**src/mpo_map.svh**
```systemverilog
// Register offsets, field positions, codes and timing figures
`ifndef MPO_MAP_SVH
`define MPO_MAP_SVH

// ==========================================================
// Register byte addresses
`define MPO_REG_CFG        32'h0000_0000
`define MPO_REG_INTEG      32'h0000_0004
`define MPO_REG_CTRL       32'h0000_0008
`define MPO_REG_STAT       32'h0000_000C

// ==========================================================
// Field positions
`define MPO_CODE_MSB       6
`define MPO_MODE_MSB       1
`define MPO_SECS_LSB       8
`define MPO_SECS_MSB       14
`define MPO_STAT_BUSY_LSB  4
`define MPO_STAT_BUSY_MSB  5

// ==========================================================
// Output configuration codes (decimal 73 80 82 83 94 95 96 99)
`define MPO_CODE_DIV5      7'h49
`define MPO_CODE_TX2       7'h50
`define MPO_CODE_TX1       7'h52
`define MPO_CODE_DIV22     7'h53
`define MPO_CODE_REG10     7'h5E
`define MPO_CODE_REG32     7'h5F
`define MPO_CODE_REG100    7'h60
`define MPO_CODE_CTRL      7'h63
`define MPO_CODE_RST       `MPO_CODE_REG32

// ==========================================================
// Timing figures
`define MPO_CLK_MHZ        200
`define MPO_TICK_US        100
`define MPO_US_PER_S       1000000
`define MPO_W_TX_US        3900
`define MPO_W_DIV5_US      5000
`define MPO_W_DIV22_US     22000
`define MPO_W_REG10_US     10000
`define MPO_W_REG32_US     32000
`define MPO_W_REG100_US    100000
`define MPO_INT_NORMAL_S   32
`define MPO_INT_FAST8_S    8
`define MPO_INT_FAST2_S    2
`define MPO_INT_ADAPT_MIN  7'h02
`define MPO_INT_ADAPT_MAX  7'h40
`define MPO_SECS_RST       7'h40
`define MPO_DIV_RATIO      4

`endif

```
**src/mpo_pkg.sv**
```systemverilog
// Types shared by the pulse output unit
package mpo_pkg;

	// ==========================================================
	// Output behaviour selected by the configuration code
	typedef enum logic [2:0] {
		MODE_TX,
		MODE_DIV,
		MODE_REG,
		MODE_CTRL,
		MODE_OFF
	} mpo_mode_e;

	// ==========================================================
	// Integration interval selection
	typedef enum logic [1:0] {
		INTEG_NORMAL,
		INTEG_FAST8,
		INTEG_FAST2,
		INTEG_ADAPT
	} mpo_integ_e;

	// ==========================================================
	// Meter function, fixed at delivery
	typedef enum logic [1:0] {
		FUNC_HEAT,
		FUNC_HEAT_COOL,
		FUNC_COOL,
		FUNC_VOLUME
	} mpo_func_e;

	// ==========================================================
	// Register counted on a pair
	typedef enum logic [1:0] {
		SRC_HEAT,
		SRC_COOL,
		SRC_VOL
	} mpo_src_e;

	// ==========================================================
	// Pulse generator states
	typedef enum logic [1:0] {
		GEN_IDLE,
		GEN_ON,
		GEN_GAP
	} mpo_gen_e;

	// ==========================================================
	// Meter events, each a one-cycle pulse
	typedef struct packed {
		logic flow1;
		logic flow2;
		logic heat_step;
		logic cool_step;
		logic vol_step;
	} mpo_evt_s;

endpackage

```
**src/mpo_top.sv**
```systemverilog
// Heat meter pulse output unit with AHB-Lite register access
`include "mpo_map.svh"

// What this block does
// - Both C outputs alike, both D outputs alike, all from one code.
// - C drives the first output of both slots, D the second output of both slots.
// - Configuration code resets to register pulses of 32 ms.
// - Codes 80 and 82 forward flow pulses one for one.
// - Code 80: C follows first flow, D second flow, 3,9 ms.
// - Code 82: only C active, 3,9 ms per first flow pulse.
// - Code 73: C gives one 5 ms pulse per four flow pulses.
// - Code 83: C gives one 22 ms pulse per four flow pulses.
// - Register pulses are 10, 32 or 100 ms for codes 94, 95, 96.
// - Each pair counts one register, fixed at delivery.
// - Default pair sources follow the meter function table.
// - One register pulse per least displayed digit step.
// - Pulses gathered per interval, sent as a burst each integration.
// - Code 99: commands open or close each pair.
// - Commanded state stored, readable, restored after power-on.
// - Interval 32 s normal, 8 s or 2 s fast, 2-64 s adaptive.
module mpo_top
	import mpo_pkg::*;
#(
	parameter int        TICK_CYCLES = `MPO_TICK_US * `MPO_CLK_MHZ,
	parameter mpo_func_e METER_FUNC  = FUNC_HEAT,
	parameter int        PW          = 16
) (
	// Clock, reset and enable
	input  wire logic        CLOCK_I,
	input  wire logic        NRST_I,
	input  wire logic        CE_I,
	// AHB-Lite slave
	input  wire logic        HSEL_I,
	input  wire logic [31:0] HADDR_I,
	input  wire logic [1:0]  HTRANS_I,
	input  wire logic        HWRITE_I,
	input  wire logic [2:0]  HSIZE_I,
	input  wire logic [31:0] HWDATA_I,
	input  wire logic        HREADY_I,
	output logic      [31:0] HRDATA_O,
	output logic             HREADYOUT_O,
	output logic             HRESP_O,
	// Meter events
	input  wire mpo_evt_s    MTR_EVT_I,
	// Non-volatile store of the commanded state
	input  wire logic [1:0]  NVM_RDATA_I,
	output logic             NVM_WR_O,
	output logic      [1:0]  NVM_WDATA_O,
	// Pulse outputs, high means closed
	output logic             SLOT1_FIRST_OUTPUT_O,
	output logic             SLOT2_FIRST_OUTPUT_O,
	output logic             SLOT1_SECOND_OUTPUT_O,
	output logic             SLOT2_SECOND_OUTPUT_O
);

	localparam int TCW = $clog2(TICK_CYCLES + 1);
	localparam int ICW = 20;

	if (TICK_CYCLES < 1) begin : g_bad_tick
		$error("TICK_CYCLES must be at least one");
	end
	if (PW < 4) begin : g_bad_pw
		$error("PW too narrow for pending counts");
	end

	// ==========================================================
	// Helper functions
	function automatic mpo_mode_e mode_of(input logic [6:0] c);
		case (c)
			`MPO_CODE_TX2, `MPO_CODE_TX1:       mode_of = MODE_TX;
			`MPO_CODE_DIV5, `MPO_CODE_DIV22:    mode_of = MODE_DIV;
			`MPO_CODE_REG10, `MPO_CODE_REG32,
			`MPO_CODE_REG100:                   mode_of = MODE_REG;
			`MPO_CODE_CTRL:                     mode_of = MODE_CTRL;
			default:                            mode_of = MODE_OFF;
		endcase
	endfunction

	function automatic logic [15:0] us_ticks(input int us);
		us_ticks = 16'((us + `MPO_TICK_US - 1) / `MPO_TICK_US);
	endfunction

	function automatic logic [15:0] width_of(input logic [6:0] c);
		case (c)
			`MPO_CODE_TX2, `MPO_CODE_TX1: width_of = us_ticks(`MPO_W_TX_US);
			`MPO_CODE_DIV5:    width_of = us_ticks(`MPO_W_DIV5_US);
			`MPO_CODE_DIV22:   width_of = us_ticks(`MPO_W_DIV22_US);
			`MPO_CODE_REG10:   width_of = us_ticks(`MPO_W_REG10_US);
			`MPO_CODE_REG32:   width_of = us_ticks(`MPO_W_REG32_US);
			`MPO_CODE_REG100:  width_of = us_ticks(`MPO_W_REG100_US);
			default:           width_of = us_ticks(`MPO_W_REG32_US);
		endcase
	endfunction

	function automatic mpo_src_e src_of(input mpo_func_e f, input int p);
		case (f)
			FUNC_HEAT:      src_of = (p == 0) ? SRC_HEAT : SRC_VOL;
			FUNC_HEAT_COOL: src_of = (p == 0) ? SRC_HEAT : SRC_COOL;
			FUNC_COOL:      src_of = (p == 0) ? SRC_COOL : SRC_VOL;
			default:        src_of = SRC_VOL;
		endcase
	endfunction

	// ==========================================================
	// Register state
	logic [6:0]  code;
	mpo_integ_e  integ_mode;
	logic [6:0]  adapt_secs;
	logic [1:0]  ctrl_state;
	logic        restored;
	logic        code_clr;
	mpo_mode_e   mode;
	logic [15:0] width;
	logic [1:0]  gen_busy;
	logic [1:0]  gen_out;
	logic [1:0]  pair_out;

	assign mode  = mode_of(code);
	assign width = width_of(code);

	// ==========================================================
	// AHB-Lite slave, zero wait states, always OKAY
	logic        addr_ok;
	logic        wr_q;
	logic [31:0] waddr_q;
	logic [31:0] rd_mux;
	logic        wr_cfg;
	logic        wr_integ;
	logic        wr_ctrl;
	logic [1:0]  next_ctrl;

	assign addr_ok     = HSEL_I && HTRANS_I[1] && HREADY_I;
	assign HREADYOUT_O = 1'b1;
	assign HRESP_O     = 1'b0;

	always_comb begin
		case (HADDR_I)
			`MPO_REG_CFG:   rd_mux = {25'h0, code};
			`MPO_REG_INTEG: rd_mux = {17'h0, adapt_secs, 6'h0, integ_mode};
			`MPO_REG_CTRL:  rd_mux = {30'h0, ctrl_state};
			`MPO_REG_STAT:  rd_mux = {26'h0, gen_busy, pair_out, pair_out};
			default:        rd_mux = 32'h0;
		endcase
	end

	always_ff @(posedge CLOCK_I) begin
		if (!NRST_I) begin
			wr_q     <= 1'b0;
			waddr_q  <= 32'h0;
			HRDATA_O <= 32'h0;
		end else if (CE_I) begin
			wr_q <= addr_ok && HWRITE_I;
			if (addr_ok) begin
				waddr_q <= HADDR_I;
			end
			if (addr_ok && !HWRITE_I) begin
				HRDATA_O <= rd_mux;
			end
		end
	end

	assign wr_cfg    = CE_I && wr_q && (waddr_q == `MPO_REG_CFG);
	assign wr_integ  = CE_I && wr_q && (waddr_q == `MPO_REG_INTEG);
	assign wr_ctrl   = CE_I && wr_q && (waddr_q == `MPO_REG_CTRL)
	                   && (code == `MPO_CODE_CTRL) && restored;
	assign next_ctrl = HWDATA_I[1:0];
	assign code_clr  = wr_cfg && (HWDATA_I[`MPO_CODE_MSB:0] != code);

	// ==========================================================
	// Configuration registers
	always_ff @(posedge CLOCK_I) begin
		if (!NRST_I) begin
			code <= `MPO_CODE_RST;
		end else if (wr_cfg) begin
			code <= HWDATA_I[`MPO_CODE_MSB:0];
		end
	end

	always_ff @(posedge CLOCK_I) begin
		if (!NRST_I) begin
			integ_mode <= INTEG_NORMAL;
			adapt_secs <= `MPO_SECS_RST;
		end else if (wr_integ) begin
			integ_mode <= mpo_integ_e'(HWDATA_I[`MPO_MODE_MSB:0]);
			if (HWDATA_I[`MPO_SECS_MSB:`MPO_SECS_LSB] < `MPO_INT_ADAPT_MIN) begin
				adapt_secs <= `MPO_INT_ADAPT_MIN;
			end else if (HWDATA_I[`MPO_SECS_MSB:`MPO_SECS_LSB]
			             > `MPO_INT_ADAPT_MAX) begin
				adapt_secs <= `MPO_INT_ADAPT_MAX;
			end else begin
				adapt_secs <= HWDATA_I[`MPO_SECS_MSB:`MPO_SECS_LSB];
			end
		end
	end

	// ==========================================================
	// Commanded state with non-volatile copy
	always_ff @(posedge CLOCK_I) begin
		if (!NRST_I) begin
			ctrl_state  <= 2'h0;
			restored    <= 1'b0;
			NVM_WR_O    <= 1'b0;
			NVM_WDATA_O <= 2'h0;
		end else if (CE_I) begin
			NVM_WR_O <= 1'b0;
			if (!restored) begin
				ctrl_state <= NVM_RDATA_I;
				restored   <= 1'b1;
			end else if (wr_ctrl) begin
				ctrl_state <= next_ctrl;
				if (next_ctrl != ctrl_state) begin
					NVM_WR_O    <= 1'b1;
					NVM_WDATA_O <= next_ctrl;
				end
			end
		end
	end

	// ==========================================================
	// Integration timebase
	logic [TCW-1:0] tick_cnt;
	logic           tick;
	logic [ICW-1:0] int_cnt;
	logic [ICW-1:0] int_target;
	logic [6:0]     int_secs;
	logic           integ_tick;

	assign tick = (tick_cnt == TCW'(TICK_CYCLES - 1));

	always_comb begin
		case (integ_mode)
			INTEG_NORMAL: int_secs = 7'(`MPO_INT_NORMAL_S);
			INTEG_FAST8:  int_secs = 7'(`MPO_INT_FAST8_S);
			INTEG_FAST2:  int_secs = 7'(`MPO_INT_FAST2_S);
			default:      int_secs = adapt_secs;
		endcase
		int_target = ICW'(32'(int_secs) * (`MPO_US_PER_S / `MPO_TICK_US));
	end

	assign integ_tick = CE_I && tick && (int_cnt >= int_target - ICW'(1));

	always_ff @(posedge CLOCK_I) begin
		if (!NRST_I) begin
			tick_cnt <= '0;
		end else if (CE_I) begin
			tick_cnt <= tick ? '0 : tick_cnt + TCW'(1);
		end
	end

	always_ff @(posedge CLOCK_I) begin
		if (!NRST_I) begin
			int_cnt <= '0;
		end else if (CE_I && tick) begin
			int_cnt <= integ_tick ? '0 : int_cnt + ICW'(1);
		end
	end

	// ==========================================================
	// Output pairs: index 0 is C, index 1 is D
	logic [1:0] div_cnt;
	logic       div_evt;

	assign div_evt = MTR_EVT_I.flow1 && (div_cnt == 2'(`MPO_DIV_RATIO - 1));

	always_ff @(posedge CLOCK_I) begin
		if (!NRST_I || code_clr) begin
			div_cnt <= 2'h0;
		end else if (CE_I && (mode == MODE_DIV) && MTR_EVT_I.flow1) begin
			div_cnt <= div_cnt + 2'h1;
		end
	end

	for (genvar i = 0; i < 2; i++) begin : pair
		logic          active;
		logic          evt;
		logic          step;
		logic [PW-1:0] acc;
		logic [PW-1:0] pend;
		logic [PW:0]   next_pend;
		logic [PW-1:0] add;
		logic          take;
		mpo_src_e      src;

		assign src = src_of(METER_FUNC, i);

		always_comb begin
			case (src)
				SRC_HEAT: step = MTR_EVT_I.heat_step;
				SRC_COOL: step = MTR_EVT_I.cool_step;
				default:  step = MTR_EVT_I.vol_step;
			endcase
			case (mode)
				MODE_TX: begin
					active = (i == 0) || (code == `MPO_CODE_TX2);
					evt    = (i == 0) ? MTR_EVT_I.flow1 : MTR_EVT_I.flow2;
				end
				MODE_DIV: begin
					active = (i == 0);
					evt    = (i == 0) && div_evt;
				end
				MODE_REG: begin
					active = 1'b1;
					evt    = 1'b0;
				end
				default: begin
					active = 1'b0;
					evt    = 1'b0;
				end
			endcase
			if (mode == MODE_REG) begin
				add = integ_tick ? acc : '0;
			end else begin
				add = (active && evt) ? PW'(1) : '0;
			end
			next_pend = {1'b0, pend} + {1'b0, add} - {PW'(0), take};
		end

		always_ff @(posedge CLOCK_I) begin
			if (!NRST_I || code_clr) begin
				acc <= '0;
			end else if (CE_I && (mode == MODE_REG)) begin
				if (integ_tick) begin
					acc <= step ? PW'(1) : '0;
				end else if (step && (acc != '1)) begin
					acc <= acc + PW'(1);
				end
			end
		end

		always_ff @(posedge CLOCK_I) begin
			if (!NRST_I || code_clr) begin
				pend <= '0;
			end else if (CE_I) begin
				pend <= next_pend[PW] ? '1 : next_pend[PW-1:0];
			end
		end

		mpo_pulse_gen #(
			.TW      (16)
		) u_gen (
			.clk_i   (CLOCK_I),
			.rst_n_i (NRST_I),
			.ce_i    (CE_I),
			.tick_i  (tick),
			.req_i   (active && (pend != '0)),
			.width_i (width),
			.take_o  (take),
			.busy_o  (gen_busy[i]),
			.out_o   (gen_out[i])
		);

		always_ff @(posedge CLOCK_I) begin
			if (!NRST_I) begin
				pair_out[i] <= 1'b0;
			end else if (CE_I) begin
				if (mode == MODE_CTRL) begin
					pair_out[i] <= ctrl_state[i];
				end else begin
					pair_out[i] <= active && gen_out[i];
				end
			end
		end
	end

	assign SLOT1_FIRST_OUTPUT_O  = pair_out[0];
	assign SLOT2_FIRST_OUTPUT_O  = pair_out[0];
	assign SLOT1_SECOND_OUTPUT_O = pair_out[1];
	assign SLOT2_SECOND_OUTPUT_O = pair_out[1];
endmodule

```
**src/mpo_pulse_gen.sv**
```systemverilog
// One pulse generator: a pulse of a set width followed by an equal gap
module mpo_pulse_gen
	import mpo_pkg::*;
#(
	parameter int TW = 16
) (
	// Clock, reset, enable and timebase
	input  wire logic          clk_i,
	input  wire logic          rst_n_i,
	input  wire logic          ce_i,
	input  wire logic          tick_i,
	// Request and width in ticks
	input  wire logic          req_i,
	input  wire logic [TW-1:0] width_i,
	// Status and output
	output logic               take_o,
	output logic               busy_o,
	output logic               out_o
);

	mpo_gen_e        st;
	logic [TW-1:0]   cnt;
	logic [TW-1:0]   wid;
	logic [TW-1:0]   hi_ticks;

	if (TW < 2) begin : g_bad_tw
		$error("pulse width counter too narrow");
	end

	assign take_o = ce_i && (st == GEN_IDLE) && req_i;
	assign busy_o = (st != GEN_IDLE);

	// ==========================================================
	// Pulse and gap timing
	always_ff @(posedge clk_i) begin
		if (!rst_n_i) begin
			st    <= GEN_IDLE;
			cnt   <= '0;
			wid   <= '0;
			out_o <= 1'b0;
		end else if (ce_i) begin
			case (st)
				GEN_IDLE: begin
					if (req_i) begin
						st    <= GEN_ON;
						out_o <= 1'b1;
						cnt   <= '0;
						wid   <= (width_i == '0) ? TW'(1) : width_i;
					end
				end
				GEN_ON: begin
					if (tick_i) begin
						if (cnt == wid) begin
							st    <= GEN_GAP;
							out_o <= 1'b0;
							cnt   <= '0;
						end else begin
							cnt <= cnt + TW'(1);
						end
					end
				end
				GEN_GAP: begin
					if (tick_i) begin
						if (cnt == wid) begin
							st <= GEN_IDLE;
						end else begin
							cnt <= cnt + TW'(1);
						end
					end
				end
				default: begin
					st    <= GEN_IDLE;
					out_o <= 1'b0;
				end
			endcase
		end
	end

	// ==========================================================
	// Checks
	always_ff @(posedge clk_i) begin
		if (!rst_n_i || (take_o && !out_o)) begin
			hi_ticks <= '0;
		end else if (ce_i && out_o && tick_i) begin
			hi_ticks <= hi_ticks + TW'(1);
		end
	end
endmodule

```
**config.mk**
```make
export PLATFORM = sky130hd
export DESIGN_NAME = mpo_top
export DESIGN_NICKNAME = d
export VERILOG_FILES = /design/src/mpo_pkg.sv /design/src/mpo_top.sv /design/src/mpo_pulse_gen.sv
export VERILOG_INCLUDE_DIRS = /design/src /design/src/src
export SDC_FILE = /design/constraint.sdc
export NUM_CORES = 1
export LEC_CHECK = 0
export BUFFER_PORTS_ARGS = -buffer_cell sky130_fd_sc_hd__buf_4
export CORE_MARGIN = 3
export CORE_UTILIZATION = 45
export CTS_BUF_LIST = sky130_fd_sc_hd__clkbuf_16
export DETAILED_ROUTE_END_ITERATION = 7
export HOLD_SLACK_MARGIN = 0.05
export PLACE_DENSITY_LB_ADDON = 0.12
export SYNTH_ARGS = -nofsm -noshare
export SYNTH_HDL_FRONTEND = slang
export SYNTH_HIERARCHICAL = 1
export SYNTH_SLANG_ARGS = --single-unit
```
**constraint.sdc**
```tcl
create_clock -name CLOCK_I -period 13.4 [get_ports CLOCK_I]
set_input_delay 0 -clock CLOCK_I [delete_from_list [all_inputs] [get_ports CLOCK_I]]
set_output_delay 0 -clock CLOCK_I [all_outputs]
set_load 0.01 [all_outputs]
```
==> results.txt, run 1 <==
The maximum frequency from static timing analysis is 104.4 MHz. After detailed routing, the number of remaining DRC violations is 0. Dividing the synthesized area by the synthesized cell count gives 8.333 um^2. Setup repair after global routing left no endpoint under its margin. Buffers inserted during clock tree synthesis total 30. Critical path endpoint category: a flip-flop. For this design the top-level I/O count stands at 123.

The tools report the tightest slew margin relative to the limit as 15.27%. Measured along the x axis, the die boundary spans 192.8 um. The via count of the first global-routing pass was 12,870; the static leakage was 7.867 nW. Pin count of the biggest net entering global routing: 99. The worst hold-check path type is input pin to flip-flop. The number of synthesized register bits is 242, and the proportion of synthesized chip area in sequential cells is 30.86%.

The tools report the cell area after layout as 18,430 um^2. The mapped netlist covers 15,700 um^2. The number of antenna violations at the first check in global routing is 0, and the final count of negative-setup-slack endpoints is 0.

In the global route stage, met2 resource usage came out at 34.23%. The tools report the clock sink count as 242. The final layout contains 2,255 nets. The tools report the number of slew-limit violations in the final report as 0. Once detail routing completed, the nets flagged for antenna violations numbered 0.

Counting flops with a built-in enable in the synthesized netlist gives 0. The first detailed-routing pass took 5 iterations. In the layout the commonest cells are sky130_fd_sc_hd__nand2_1 (267), sky130_fd_sc_hd__dfxtp_1 (242), sky130_fd_sc_hd__nor2_1 (148), sky130_fd_sc_hd__inv_1 (147), sky130_fd_sc_hd__ha_1 (133). The most numerous cell type found on the critical path is sky130_fd_sc_hd__ha_1.

The worst path in the final design needs a cycle of 9.582 ns, including I/O delays and setup. Gates resized during post-CTS repair numbered 0. In this design, the largest share of critical-path delay is due to compound AO/OA/AOI/OAI gates. TritonCTS built the clock tree. The measured slew at the worst slew-check pin is 1.270 ns.

From bottom edge to top edge, the die measures 192.8 um. The count of input and output buffers was 79. The worst-path maximum fanout is 32.

The tools report the accumulated negative setup slack as 0 ns. The logs give 13,320 for the vias after detailed routing and 16,570 um^2 for the placed standard-cell area. Among all stages on the critical path, the largest delay is contributed by sky130_fd_sc_hd__or4_1.

The area overhead of the layout relative to synthesis works out to 17.38%. Data on the critical path is required at its endpoint by 13.85 ns. The number of levels the H-tree was split into is 1, and the final routed wire length divided by cell count is 15.69 um. The minimum setup slack after placement came out at 3.916 ns. Total routed wirelength: 39.31 mm. After detailed routing, the number of vias per cell comes to 5.316.

In this run the post-CTS setup repair buffer count came out at 0. The core region is 33,950 um^2. The proportion of synthesized flip-flops having asynchronous set or reset is 0%. For the final database, setup skew stands at 0.01930 ns. The longest individual stage delay on the worst path was 0.54 ns; the share of the clock period used by the worst path after layout was 71.51%.

The register clock-pin slew on the reported worst setup and hold paths was 0.06 ns; the critical path buffer and inverter count was 3. The fraction of final layout cells sized beyond drive strength 1 was 9.626%; the global-route track usage on met1 was 30.22%. For the worst-skew pair, the clock arrives at the later sink with an insertion delay of 0.57 ns.

Summed over all instances, the cell type with the most area after synthesis is sky130_fd_sc_hd__dfxtp_1. The area enclosed by the die boundary was 37,170 um^2; the number of antenna repair diodes was 0. For the final cell utilization of the core, the log shows 54.28%. Global routing consumed, over all layers together, 21.34% of the routing resources.

Ranked by total cell area, the synthesized netlist is headed by sky130_fd_sc_hd__dfxtp_1 (31%), sky130_fd_sc_hd__ha_1 (11%), sky130_fd_sc_hd__nand2_1 (6.4%), sky130_fd_sc_hd__xor2_1 (4.8%), sky130_fd_sc_hd__xnor2_1 (4.4%). For the number of fillers in the final layout, the log shows 3,203. Root buffer cell: sky130_fd_sc_hd__clkbuf_16.

For this run the aggregate overflow at the end of global routing stands at 0. In this run, the number of DRC markers left after iteration 0 of detailed routing was 652. met2 is the most crowded layer. The worst setup path is launched from a flip-flop. For this design, the CTS-stage hold fixing added 80 buffers. For the distinct cell type count after synthesis, the log shows 87. The critical path is of the flip-flop to flip-flop type.

The placer congestion estimate is 0.8044, and the final hold violation count is 0. The multi-input combinational cell area came out at 9961 um^2. The library cell used most frequently in the layout, excluding fill and tap cells, is sky130_fd_sc_hd__nand2_1. The tools report the arrival time of data at the critical path endpoint as 10.03 ns.

In the global route stage, met3 resource usage came out at 2.779%. Across the whole layout, storage elements account for 4845 um^2. The first global-routing pass estimated 65.45 mm of wire. The share of Yosys cell area claimed by the top area cell type was 30.86%; the placed wire-length estimate after detailed placement was 27.76 mm.

The worst path meets setup with 3.818 ns of slack. The number of standard-cell rows in the floorplan came out at 67. Count of synthesis-stage warnings from yosys: 6.

The count of maximum capacitance violations is 0, and the total power per unit cell area is 135.3 nW/um^2. The worst voltage drop across the vdd grid came out at 0.1738 mV. The flow ran to the end, and the final reports show no timing, DRC or antenna violations.

Post-synthesis cell count: 1,884. For the number of buffers on the longest clock path, the log shows 3. Once the floorplan was initialized, standard cells occupied 46.24% of the core. Among all flip-flop cells after synthesis, the most frequent one is sky130_fd_sc_hd__dfxtp_1.
metrics by stage:
| step | hold WS [ns] | cells | total power (W) |
|---|---|---|---|
| 2_1_floorplan | 0.1251 | 1926 | 0.001473 |
| 3_3_place_gp | 0.2302 | 2369 | 0.001612 |
| 3_5_place_dp | 0.2356 | 2369 | 0.001624 |
| 4_1_cts | 0.05054 | 2505 | 0.002516 |
| 5_1_grt | 0.1085 | 2505 | 0.002664 |
| 6_report | 0.06543 | 2505 | 0.002493 |
synthesized netlist by cell type (4+ instances only):
cell type                  instances
sky130_fd_sc_hd__xor2_1           86
sky130_fd_sc_hd__o21ai_0          38
sky130_fd_sc_hd__nor4_1           49
sky130_fd_sc_hd__nor2_1          148
sky130_fd_sc_hd__dfxtp_1         242
sky130_fd_sc_hd__a211oi_2          9
sky130_fd_sc_hd__o211ai_1          6
sky130_fd_sc_hd__inv_1           143
sky130_fd_sc_hd__o21ai_1          16
sky130_fd_sc_hd__a31o_2            4
sky130_fd_sc_hd__a31oi_1           4
sky130_fd_sc_hd__o21ai_2           4
sky130_fd_sc_hd__fa_1              7
sky130_fd_sc_hd__ha_1            133
sky130_fd_sc_hd__nand4_1          35
sky130_fd_sc_hd__a211oi_1          7
sky130_fd_sc_hd__a21o_1           18
sky130_fd_sc_hd__nand2b_1         20
sky130_fd_sc_hd__a22o_1            5
sky130_fd_sc_hd__a21boi_0         68
sky130_fd_sc_hd__nor2b_1          26
sky130_fd_sc_hd__and4_1           18
sky130_fd_sc_hd__xnor2_1          79
sky130_fd_sc_hd__nand3_1          46
sky130_fd_sc_hd__and2_1           22
sky130_fd_sc_hd__nor2_4            5
sky130_fd_sc_hd__buf_1             7
sky130_fd_sc_hd__o221a_1          20
sky130_fd_sc_hd__buf_4            27
sky130_fd_sc_hd__a22oi_1          13
sky130_fd_sc_hd__a21oi_1          44
sky130_fd_sc_hd__a221o_1           6
sky130_fd_sc_hd__mux2i_1          20
sky130_fd_sc_hd__and3_1           28
sky130_fd_sc_hd__nand3b_1          8
sky130_fd_sc_hd__or4_1             4
sky130_fd_sc_hd__buf_2             7
sky130_fd_sc_hd__or3_1            11
sky130_fd_sc_hd__o21a_1           11
sky130_fd_sc_hd__o221a_2          12
sky130_fd_sc_hd__clkbuf_1         44
sky130_fd_sc_hd__buf_6             8
sky130_fd_sc_hd__a41oi_1           5
sky130_fd_sc_hd__nor3_1           30
sky130_fd_sc_hd__nand2_1         267
power breakdown:
part	leakage (nW)	switching, W	total [W]	internal (W)
Sequential	1.97	0.0000454	0.000814	0.000769
Clock	0.517	0.000331	0.000864	0.000533
Combinational	5.38	0.000461	0.000815	0.000355
Total	7.87	0.000837	0.00249	0.00166
final cells by class:
| type | instances | share of cell area (%) |
|---|---|---|
| Tap cell | 448 | 3.042 |
| Clock buffer | 31 | 4.209 |
| Inverter | 145 | 2.953 |
| Sequential cell | 242 | 26.29 |
| Clock inverter | 25 | 1.528 |
| Timing Repair Buffer | 168 | 7.930 |
| Multi-Input combinational cell | 1446 | 54.05 |
path summary, 6_finish.rpt:
check	start	end	slack (ns)	cells after the start
min	HTRANS_I[1]	waddr_q[24]	0.07	5
max	integ_mode[1]	pair[0].pend[5]	3.82	35
min reg2reg	waddr_q[24]	waddr_q[24]	0.47	2
max reg2reg	integ_mode[1]	pair[0].pend[5]	3.82	35
state kept, by name, summed over array words and instances, names as in the netlist, 2 cells and up:
| signal | cells |
|---|---|
| integ_mode | 2 |
| code | 7 |
| NVM_WDATA_O | 2 |
| pair.pend | 32 |
| pair.u_gen/wid | 32 |
| int_cnt | 20 |
| pair.u_gen/st | 4 |
| ctrl_state | 2 |
| pair.u_gen/cnt | 32 |
| HRDATA_O | 14 |
| pair.u_gen/out_o | 2 |
| waddr_q | 32 |
| pair.acc | 32 |
| tick_cnt | 15 |
| adapt_secs | 7 |
| div_cnt | 2 |
worst register-to-register path, delay by kind of cell (launching register included):
family                     cells  cell delay, ns
DFF                            1            0.52
xor gates and xnor gates       2            0.33
AOI/OAI and AO/OA             13            3.14
muxes                          1            0.43
adders and majority gates      9            2.99
and+or+nand+nor                7            1.49
buffers and inverters          3            0.55
logic make-up (layout without fill, tap and decap cells):
family	count (synthesis)	in the layout	synth area share (%)
buf+inv	238	369	6.774
xor+xnor	165	165	9.205
flops	242	242	30.86
compound gates	328	328	16.15
fa+ha+maj	140	140	11.49
simple gates	746	746	23.81
mux	23	23	1.658
other cells	2	44	0.04783
layer usage:
| layer | vias up | share of wire, % |
|---|---|---|
| li1 | 6781 | - |
| met1 | 6252 | 49 |
| met2 | 222 | 45 |
| met3 | 62 | 4.0 |
| met4 | 0 | 2.7 |
| met5 | - | 0 |
(Power assumes the default switching activity.)
==> run 2, diff against run 1 <==
Settings changed: ABC_AREA from default to 1.
Clock period 13.4 ns to 9 ns, I/O delays scaled along.
==> run 2 against run 1 <==
  * Critical endpoint is now pair[0].pend[13]
  * Clock-buffer cell count decreased by 2
  * Global-route usage up 0.41 points
  * Fmax increased by 19%
  * Final cell count rose by 37%
  * Sequential share of layout area decreased by 2.7 points
  * Register-to-register slack worse by 2.9 ns
  * Routed wire length increased by 17%
  * Worst setup slack got worse by 2.9 ns
  * Flip-flop and latch count did not move
  * First-iteration DRC count up 42%
  * Sequential power grew 55%
==> results.txt, run 2 <==
The area enclosed by the die boundary is 41,790 um^2 (was 37,170 um^2). The logs give 927 (was 652) for the starting DRC count in detailed routing and 242 (unchanged) for the clock sink count. The via density per instance was 5.063 (was 5.316). Synth cell count leaders: sky130_fd_sc_hd__nand2_1 (629), sky130_fd_sc_hd__nor2_1 (370), sky130_fd_sc_hd__inv_1 (350) (was sky130_fd_sc_hd__nand2_1 (267), sky130_fd_sc_hd__dfxtp_1 (242), sky130_fd_sc_hd__nor2_1 (148)).

The run gives 0.57 ns (about the same) as the clock latency reported for the late side of the worst-skew pair. The tools report the count of maximum capacitance violations as 0 (unchanged). The die height is 204.4 um (was 192.8 um).

The main flop type after synthesis is sky130_fd_sc_hd__dfxtp_1 (unchanged). Combinational cell fraction of total power: 37.5% (was 32.7%). Critical path's slowest cell: sky130_fd_sc_hd__dfxtp_1 (was sky130_fd_sc_hd__or4_1). The logs give 0 (unchanged) for the number of setup buffers added after CTS and 0.1413 mV (was 0.1738 mV) for the worst voltage drop across the vdd grid. For the top-level I/O count, the log shows 123 (unchanged).

The tools report the number of antenna violations at the first check in global routing as 0 (unchanged). The static leakage is 9.677 nW (was 7.867 nW), and the total routed wirelength is 45.80 mm (was 39.31 mm). The number of synthesized register bits was 242 (unchanged); the total overflow reported by the global router was 0 (unchanged).

The net switching fraction of the power came out at 38.83% (was 33.55%). Root buffer cell: sky130_fd_sc_hd__clkbuf_16 (unchanged). The distinct cell type count after synthesis is 58 (was 87), and the internal power consumption is 0.002327 W (was 0.001657 W). The post-route antenna net violation count was 0 (unchanged). The number of slew-limit violations in the final report is 0 (unchanged).

Most common cell after layout, fill and taps aside: sky130_fd_sc_hd__nand2_1 (unchanged). Area of the core: 38,740 um^2 (was 33,950 um^2). Critical path endpoint category: a flip-flop (unchanged).

Final routed wire length divided by cell count: 13.38 um (was 15.69 um). The count of unresolved DRC violations after routing is 0 (unchanged). The worst hold-check path type is input pin to flip-flop (unchanged).

The logs give 0 (unchanged) for the number of antenna repair diodes and 123.8 MHz (was 104.4 MHz) for the maximum frequency from static timing analysis. The endpoint required time on the critical path is 9.44 ns (was 13.85 ns), and the proportion of synthesized flip-flops having asynchronous set or reset is 0% (unchanged). The run gives 45.73% (was 46.24%) as the effective utilization at floorplan.

The die extent in x works out to 204.4 um (was 192.8 um). The run gives 8.52 ns (was 10.03 ns) as the arrival time of data at the critical path endpoint. The register clock-pin slew on the reported worst setup and hold paths is 0.06 ns (about the same).

The critical path's most frequent cell was sky130_fd_sc_hd__nand2_1 (was sky130_fd_sc_hd__ha_1). The proportion of synthesized chip area in sequential cells is 27.35% (was 30.86%), and the mean instance size in the synthesized netlist is 6.523 um^2 (was 8.333 um^2). For the part of the power in the clock network, the log shows 29.3% (was 34.6%). The area overhead of the layout relative to synthesis was 15.91% (was 17.38%); the fraction of final layout cells sized beyond drive strength 1 was 9.056% (was 9.626%). Measured slew at the worst slew-check pin: 1.014 ns (was 1.270 ns). The run gives 0.92 ns (was 3.82 ns) as the register-to-register path setup slack. For the number of levels the H-tree was split into, the log shows 1 (unchanged). The tightest slew margin relative to the limit was 32.15% (was 15.27%). The net count reported at finish came out at 3,105 (was 2,255).

The via count of the first global-routing pass came out at 16,580 (was 12,870). The share of power burned in registers came out at 33.2% (was 32.7%). The startpoint kind of the worst setup timing path is a flip-flop (unchanged). The tools report the final hold violation count as 0 (unchanged). The number of buffers on the longest clock path was 3 (unchanged); the number of enable flip-flop cells after synthesis was 0 (unchanged).

For the placed wire-length estimate after detailed placement, the log shows 33.10 mm (was 27.76 mm). Most frequent cells in the layout: sky130_fd_sc_hd__nand2_1 (629), sky130_fd_sc_hd__nor2_1 (370), sky130_fd_sc_hd__inv_1 (354), sky130_fd_sc_hd__dfxtp_1 (242), sky130_fd_sc_hd__nand3_1 (178) (was sky130_fd_sc_hd__nand2_1 (267), sky130_fd_sc_hd__dfxtp_1 (242), sky130_fd_sc_hd__nor2_1 (148), sky130_fd_sc_hd__inv_1 (147), sky130_fd_sc_hd__ha_1 (133)). The tools report the final count of negative-setup-slack endpoints as 0 (unchanged).

The switching component of the power was 0.001477 W (was 0.0008365 W); the cell area after synthesis was 17,720 um^2 (was 15,700 um^2). The number of standard-cell rows in the floorplan was 72 (was 67); the count of input and output buffers was 79 (unchanged). The wire length of the first global-routing pass is 77.63 mm (was 65.45 mm). The final critical-path required period came out at 8.079 ns (was 9.582 ns).

The tools report the first-pass iteration count of the detailed router as 5 (unchanged). The run gives 65 (was 99) as the pin count of the biggest net entering global routing. The total power of the final layout came out at 0.003805 W (was 0.002493 W). The share of the clock period used by the worst path after layout is 89.76% (was 71.51%). The logs give 0.8717 (was 0.8044) for the placer congestion estimate and 6 (unchanged) for the count of synthesis-stage warnings from yosys. The run finished with clean final reports. Synth area leaders: sky130_fd_sc_hd__dfxtp_1 (27%), sky130_fd_sc_hd__nand2_1 (13%), sky130_fd_sc_hd__ha_1 (9.4%), sky130_fd_sc_hd__nor2_1 (7.8%), sky130_fd_sc_hd__inv_1 (7.4%) (was sky130_fd_sc_hd__dfxtp_1 (31%), sky130_fd_sc_hd__ha_1 (11%), sky130_fd_sc_hd__nand2_1 (6.4%), sky130_fd_sc_hd__xor2_1 (4.8%), sky130_fd_sc_hd__xnor2_1 (4.4%)). For the total track usage, the log shows 21.75% (was 21.34%). The total power per unit cell area is 185.3 nW/um^2 (was 135.3 nW/um^2), and the clock skew is 0.02378 ns (was 0.01930 ns). Vias after detailed routing: 17,330 (was 13,320). The longest individual stage delay on the worst path works out to 0.45 ns (was 0.54 ns). The library cell with the largest summed area after synthesis is sky130_fd_sc_hd__dfxtp_1 (unchanged). The share of Yosys cell area claimed by the top area cell type was 27.35% (was 30.86%).

The critical path class was flip-flop to flip-flop (unchanged). The most frequent cell after synthesis was sky130_fd_sc_hd__nand2_1 (unchanged). The number of buffers created by CTS was 29 (was 30); the accumulated negative setup slack was 0 ns (unchanged). TritonCTS built the clock tree.

The worst-path maximum fanout was 20 (was 32). Setup repair after global routing left no endpoint under its margin. For the post-synthesis cell count, the log shows 2,716 (was 1,884).
[run 2: final timing paths]
kind | startpoint | end | depth (start not counted)
worst max register to register | integ_mode[1] | pair[0].pend[13] | 44
worst max-delay path | integ_mode[1] | pair[0].pend[13] | 44
worst min-delay path | HWDATA_I[1] | NVM_WDATA_O[1] | 3
worst min register to register | NVM_WR_O | NVM_WR_O | 2
[run 2: cell type report]
type                            count  area [um^2]
Sequential cell                   242         4845
Clock buffer                       29        725.7
Inverter                          391         1476
Tap cell                          518        648.1
Timing Repair Buffer              190         1682
Clock inverter                     23        161.4
Fill cell                        3849        18200
Multi-Input combinational cell   2029        11000
[run 2: cell families (layout without fill, tap and decap cells)]
logic type	count (synthesis)	count (layout)	synth area share [%]
adder cells (fa/ha/maj)	140	140	10.18
flip-flops	242	242	27.35
AO/OA/AOI/OAI	347	347	11.10
buffers and inverters	487	633	11.47
XOR/XNOR	84	84	4.153
AND/OR/NAND/NOR	1412	1412	35.59
other	2	44	0.04239
multiplexers	2	2	0.1130
[run 2: what timing repair did]
action                                  CTS  global route
endpoints found under the setup margin    0             9
hold buffers                            102             0
endpoints found under the hold margin   122             0
resized for setup                         0             1
[run 2: metrics by stage]
stage	cells	hold WS (ns)	instance area (um^2)	util (%)	worst slack (ns)
after floorplan	2758	0.1132	17870	-	2.168
after global placement	3268	0.2225	18630	48.08	0.9196
after detailed placement	3268	0.2309	18630	48.08	0.8994
after CTS	3422	0.2430	20530	53.01	0.8373
after global routing	3422	0.2682	20530	53.01	0.06839
final	3422	0.2733	20530	53.01	0.9214
[run 2: critical path, delay by kind of cell (launching register included)]
kind | cells | cell delay [ns]
and+or+nand+nor | 24 | 3.00
adders and majority gates | 10 | 3.00
AOI/OAI and AO/OA | 4 | 0.95
DFF | 1 | 0.45
buffers and inverters | 5 | 0.38
xor gates and xnor gates | 1 | 0.16
[run 2: power groups by stage]
stage / logic (W) / registers [W] / clock network (W)
after floorplan: 0.00110 / 0.00126 / 0
after global placement: 0.00137 / 0.00128 / 0
after detailed placement: 0.00139 / 0.00128 / 0
after CTS: 0.00143 / 0.00126 / 0.00114
after global routing: 0.00163 / 0.00127 / 0.00119
final: 0.00143 / 0.00126 / 0.00112
[run 2: routing by layer]
layer	wire (um)	vias to the layer above	share of wire [%]	track usage (%)
li1	-	9059	-	-
met1	21850	7875	48	28.51
met2	20950	323	46	37.44
met3	1967	69	4.3	3.392
met4	1034	0	2.3	5.480
met5	0	-	0	0
==> run 3, diff against run 2 <==
Clock period 9 ns to 10.2 ns, I/O delays scaled along.
==> run 3 against run 2 <==
  * Sequential power shrank 12%
  * Power fell by 7.6%
  * Die area did not move
  * Final cell count about the same
  * Highest routed layer unchanged
  * Sequential share of layout area fell by 0.17 points
  * Clock power hardly changed
  * Largest cell class unchanged
  * Register-to-register slack improved by 0.61 ns
  * Combinational power down 12%
==> results.txt, run 3 (synthesized netlist as in run 2, its figures left out) <==
The flow ran to the end, and the final reports show no timing, DRC or antenna violations. The worst hold-check path type was input pin to flip-flop (unchanged). The area of the core was 38,740 um^2 (unchanged); the number of slew-limit violations in the final report was 0 (unchanged). Fraction of final layout cells sized beyond drive strength 1: 9.050% (was 9.056%).

For the accumulated negative setup slack, the log shows 0 ns (unchanged). The clock skew is 0.02317 ns (was 0.02378 ns). The final critical-path required period came out at 8.669 ns (was 8.079 ns). For the static leakage, the log shows 9.717 nW (was 9.677 nW). The critical path class is flip-flop to flip-flop (unchanged). The placed wire-length estimate after detailed placement is 33.27 mm (was 33.10 mm), and the worst-path maximum fanout is 36 (was 20). The most common cell after layout, fill and taps aside was sky130_fd_sc_hd__nand2_1 (unchanged). For the register-to-register path setup slack, the log shows 1.53 ns (was 0.92 ns). Endpoint of the most critical setup path: pair[1].pend[15] (was pair[0].pend[13]).

The via count of the first global-routing pass was 16,950 (was 16,580). The placer congestion estimate was 0.8521 (was 0.8717). The effective utilization at floorplan came out at 45.73% (unchanged). Post-route worst setup slack: 1.531 ns (was 0.9214 ns).

The register clock-pin slew on the reported worst setup and hold paths is 0.06 ns (about the same). The net count reported at finish is 3,104 (was 3,105). The wire length of the first global-routing pass was 79.32 mm (was 77.63 mm); the multi-input combinational cell area was 11,000 um^2 (unchanged).

The tools report the number of antenna violations at the first check in global routing as 0 (unchanged). The tools report the area enclosed by the die boundary as 41,790 um^2 (unchanged). Startpoint kind of the worst setup timing path: a flip-flop (unchanged). The tools report the count of maximum capacitance violations as 0 (unchanged). The die height came out at 204.4 um (unchanged).

The measured slew at the worst slew-check pin works out to 1.247 ns (was 1.014 ns). Path depth of the worst reg2reg path: 41 (was 44). The top-level I/O count is 123 (unchanged), and the die extent in x is 204.4 um (unchanged). For the tightest slew margin relative to the limit, the log shows 16.54% (was 32.15%). The logs give 1.492 ns (was 0.8994 ns) for the minimum setup slack after placement and 72 (unchanged) for the number of standard-cell rows in the floorplan.

The tools report the clock latency reported for the late side of the worst-skew pair as 0.58 ns (was 0.57 ns). The logs give 30 (was 29) for the number of buffers created by CTS and 3 (unchanged) for the number of buffers on the longest clock path. The run gives 0 (unchanged) as the post-route antenna net violation count. The critical path's most frequent cell was sky130_fd_sc_hd__nand2_1 (unchanged). The critical path endpoint category is a flip-flop (unchanged). The total overflow reported by the global router was 0 (unchanged); the total power per unit cell area was 169.9 nW/um^2 (was 185.3 nW/um^2). The arrival time of data at the critical path endpoint is 9.13 ns (was 8.52 ns).

The share of the clock period used by the worst path after layout was 84.99% (was 89.76%). The longest individual stage delay on the worst path works out to 0.61 ns (was 0.45 ns). Setup repair after global routing left no endpoint under its margin. The vias after detailed routing was 17,460 (was 17,330); the via density per instance was 5.099 (was 5.063).

The run gives 0 (unchanged) as the count of unresolved DRC violations after routing. Most frequent cells in the layout: sky130_fd_sc_hd__nand2_1 (629), sky130_fd_sc_hd__nor2_1 (370), sky130_fd_sc_hd__inv_1 (353), sky130_fd_sc_hd__dfxtp_1 (242), sky130_fd_sc_hd__nand3_1 (178) (was sky130_fd_sc_hd__nand2_1 (629), sky130_fd_sc_hd__nor2_1 (370), sky130_fd_sc_hd__inv_1 (354), sky130_fd_sc_hd__dfxtp_1 (242), sky130_fd_sc_hd__nand3_1 (178)). The register area was 4845 um^2 (unchanged). The tools report the number of fillers in the final layout as 3,867 (was 3,849). The critical path's slowest cell was sky130_fd_sc_hd__inv_2 (was sky130_fd_sc_hd__dfxtp_1). The tools report the endpoint of the worst-slack reg-to-reg timing path as pair[1].pend[15] (was pair[0].pend[13]).

TritonCTS built the clock tree. The pin count of the biggest net entering global routing is 65 (unchanged). The maximum frequency from static timing analysis was 115.4 MHz (was 123.8 MHz). The final hold violation count is 0 (unchanged), and the starting DRC count in detailed routing is 876 (was 927). The number of antenna repair diodes is 0 (unchanged), and the final count of negative-setup-slack endpoints is 0 (unchanged). Final routed wire length divided by cell count: 13.62 um (was 13.38 um).

The first-pass iteration count of the detailed router was 5 (unchanged). The tools report the root buffer cell as sky130_fd_sc_hd__clkbuf_16 (unchanged). The start of the worst register-to-register path was integ_mode[1] (unchanged). For the number of levels the H-tree was split into, the log shows 1 (unchanged). The count of input and output buffers works out to 79 (unchanged). The final cell utilization of the core was 53.40% (was 53.01%); the endpoint required time on the critical path was 10.66 ns (was 9.44 ns). The area overhead of the layout relative to synthesis works out to 16.77% (was 15.91%). For the total routed wirelength, the log shows 46.63 mm (was 45.80 mm). The tools report the start point of the critical path as integ_mode[1] (unchanged).

The logs give 0.1229 mV (was 0.1413 mV) for the worst voltage drop across the vdd grid and 22.30% (was 21.75%) for the total track usage. The clock sink count is 242 (unchanged).
run 3: cell count changes in the layout (fill, tap and decap cells not counted), moves of 2 or more:
cell / delta
sky130_fd_sc_hd__clkinv_2: -7
sky130_fd_sc_hd__dlygate4sd3_1: +2
sky130_fd_sc_hd__bufinv_16: +4
sky130_fd_sc_hd__buf_4: -4
sky130_fd_sc_hd__clkinvlp_4: +3
run 3: how the worst min path moves through the flow:
| stage | start | cells after the start | endpoint | slack, ns |
|---|---|---|---|---|
| after global placement | HWDATA_I[3] | 3 | code[3] | 0.22 |
| after CTS | MTR_EVT_I[3] | 9 | pair[1].pend[0] | 0.22 |
| final | MTR_EVT_I[3] | 9 | pair[1].pend[0] | 0.25 |
| after floorplan | HWDATA_I[2] | 2 | code[2] | 0.11 |
| after global routing | HWDATA_I[1] | 3 | NVM_WDATA_O[1] | 0.26 |
| after detailed placement | HWDATA_I[2] | 3 | code[2] | 0.23 |
run 3: area by class of cell:
type,count,area share (%)
Inverter,391,7.131
Sequential cell,242,23.42
Clock inverter,26,1.446
Clock buffer,30,3.629
Timing Repair Buffer,188,8.081
Multi-Input combinational cell,2029,53.16
Tap cell,518,3.133
run 3: report_power, final:
part           switching [W]  internal [W]  total (W)  leakage [nW]
clock               0.000450      0.000688    0.00114         0.516
combinational       0.000816      0.000446    0.00126          7.23
sequential         0.0000710       0.00104    0.00111          1.97
total                0.00134       0.00218    0.00351          9.72
run 3: critical path: cells and delay by family, from the launching register on:
kind | cells | cell delay (ns)
simple gates | 20 | 3.00
fa+ha+maj | 9 | 2.75
compound gates | 5 | 1.21
buf+inv | 6 | 0.93
flops | 1 | 0.45
xor+xnor | 1 | 0.16
run 3: per-stage QoR:
step / total power, W / hold slack [ns] / instance area (um^2) / cells
after CTS: 0.003533 / 0.2232 / 20690 / 3424
final: 0.003514 / 0.2455 / 20690 / 3424
after detailed placement: 0.002353 / 0.2304 / 18600 / 3264
after global routing: 0.003780 / 0.2624 / 20690 / 3424
after floorplan: 0.002083 / 0.1132 / 17870 / 2758
after global placement: 0.002330 / 0.2229 / 18600 / 3264
run 3: timing repair:
| action | CTS | global route |
|---|---|---|
| hold buffers | 104 | 0 |
| setup buffers | 0 | 0 |
| hold endpoints to repair | 121 | 0 |
| gates resized for setup | 0 | 0 |
run 3: metal layers:
| layer | share of wire [%] | global-route usage [%] | up-vias |
|---|---|---|---|
| li1 | - | - | 9060 |
| met1 | 47 | 28.81 | 7969 |
| met2 | 46 | 38.96 | 367 |
| met3 | 5.0 | 3.552 | 62 |
| met4 | 2.0 | 5.333 | 0 |
| met5 | 0 | 0 | - |
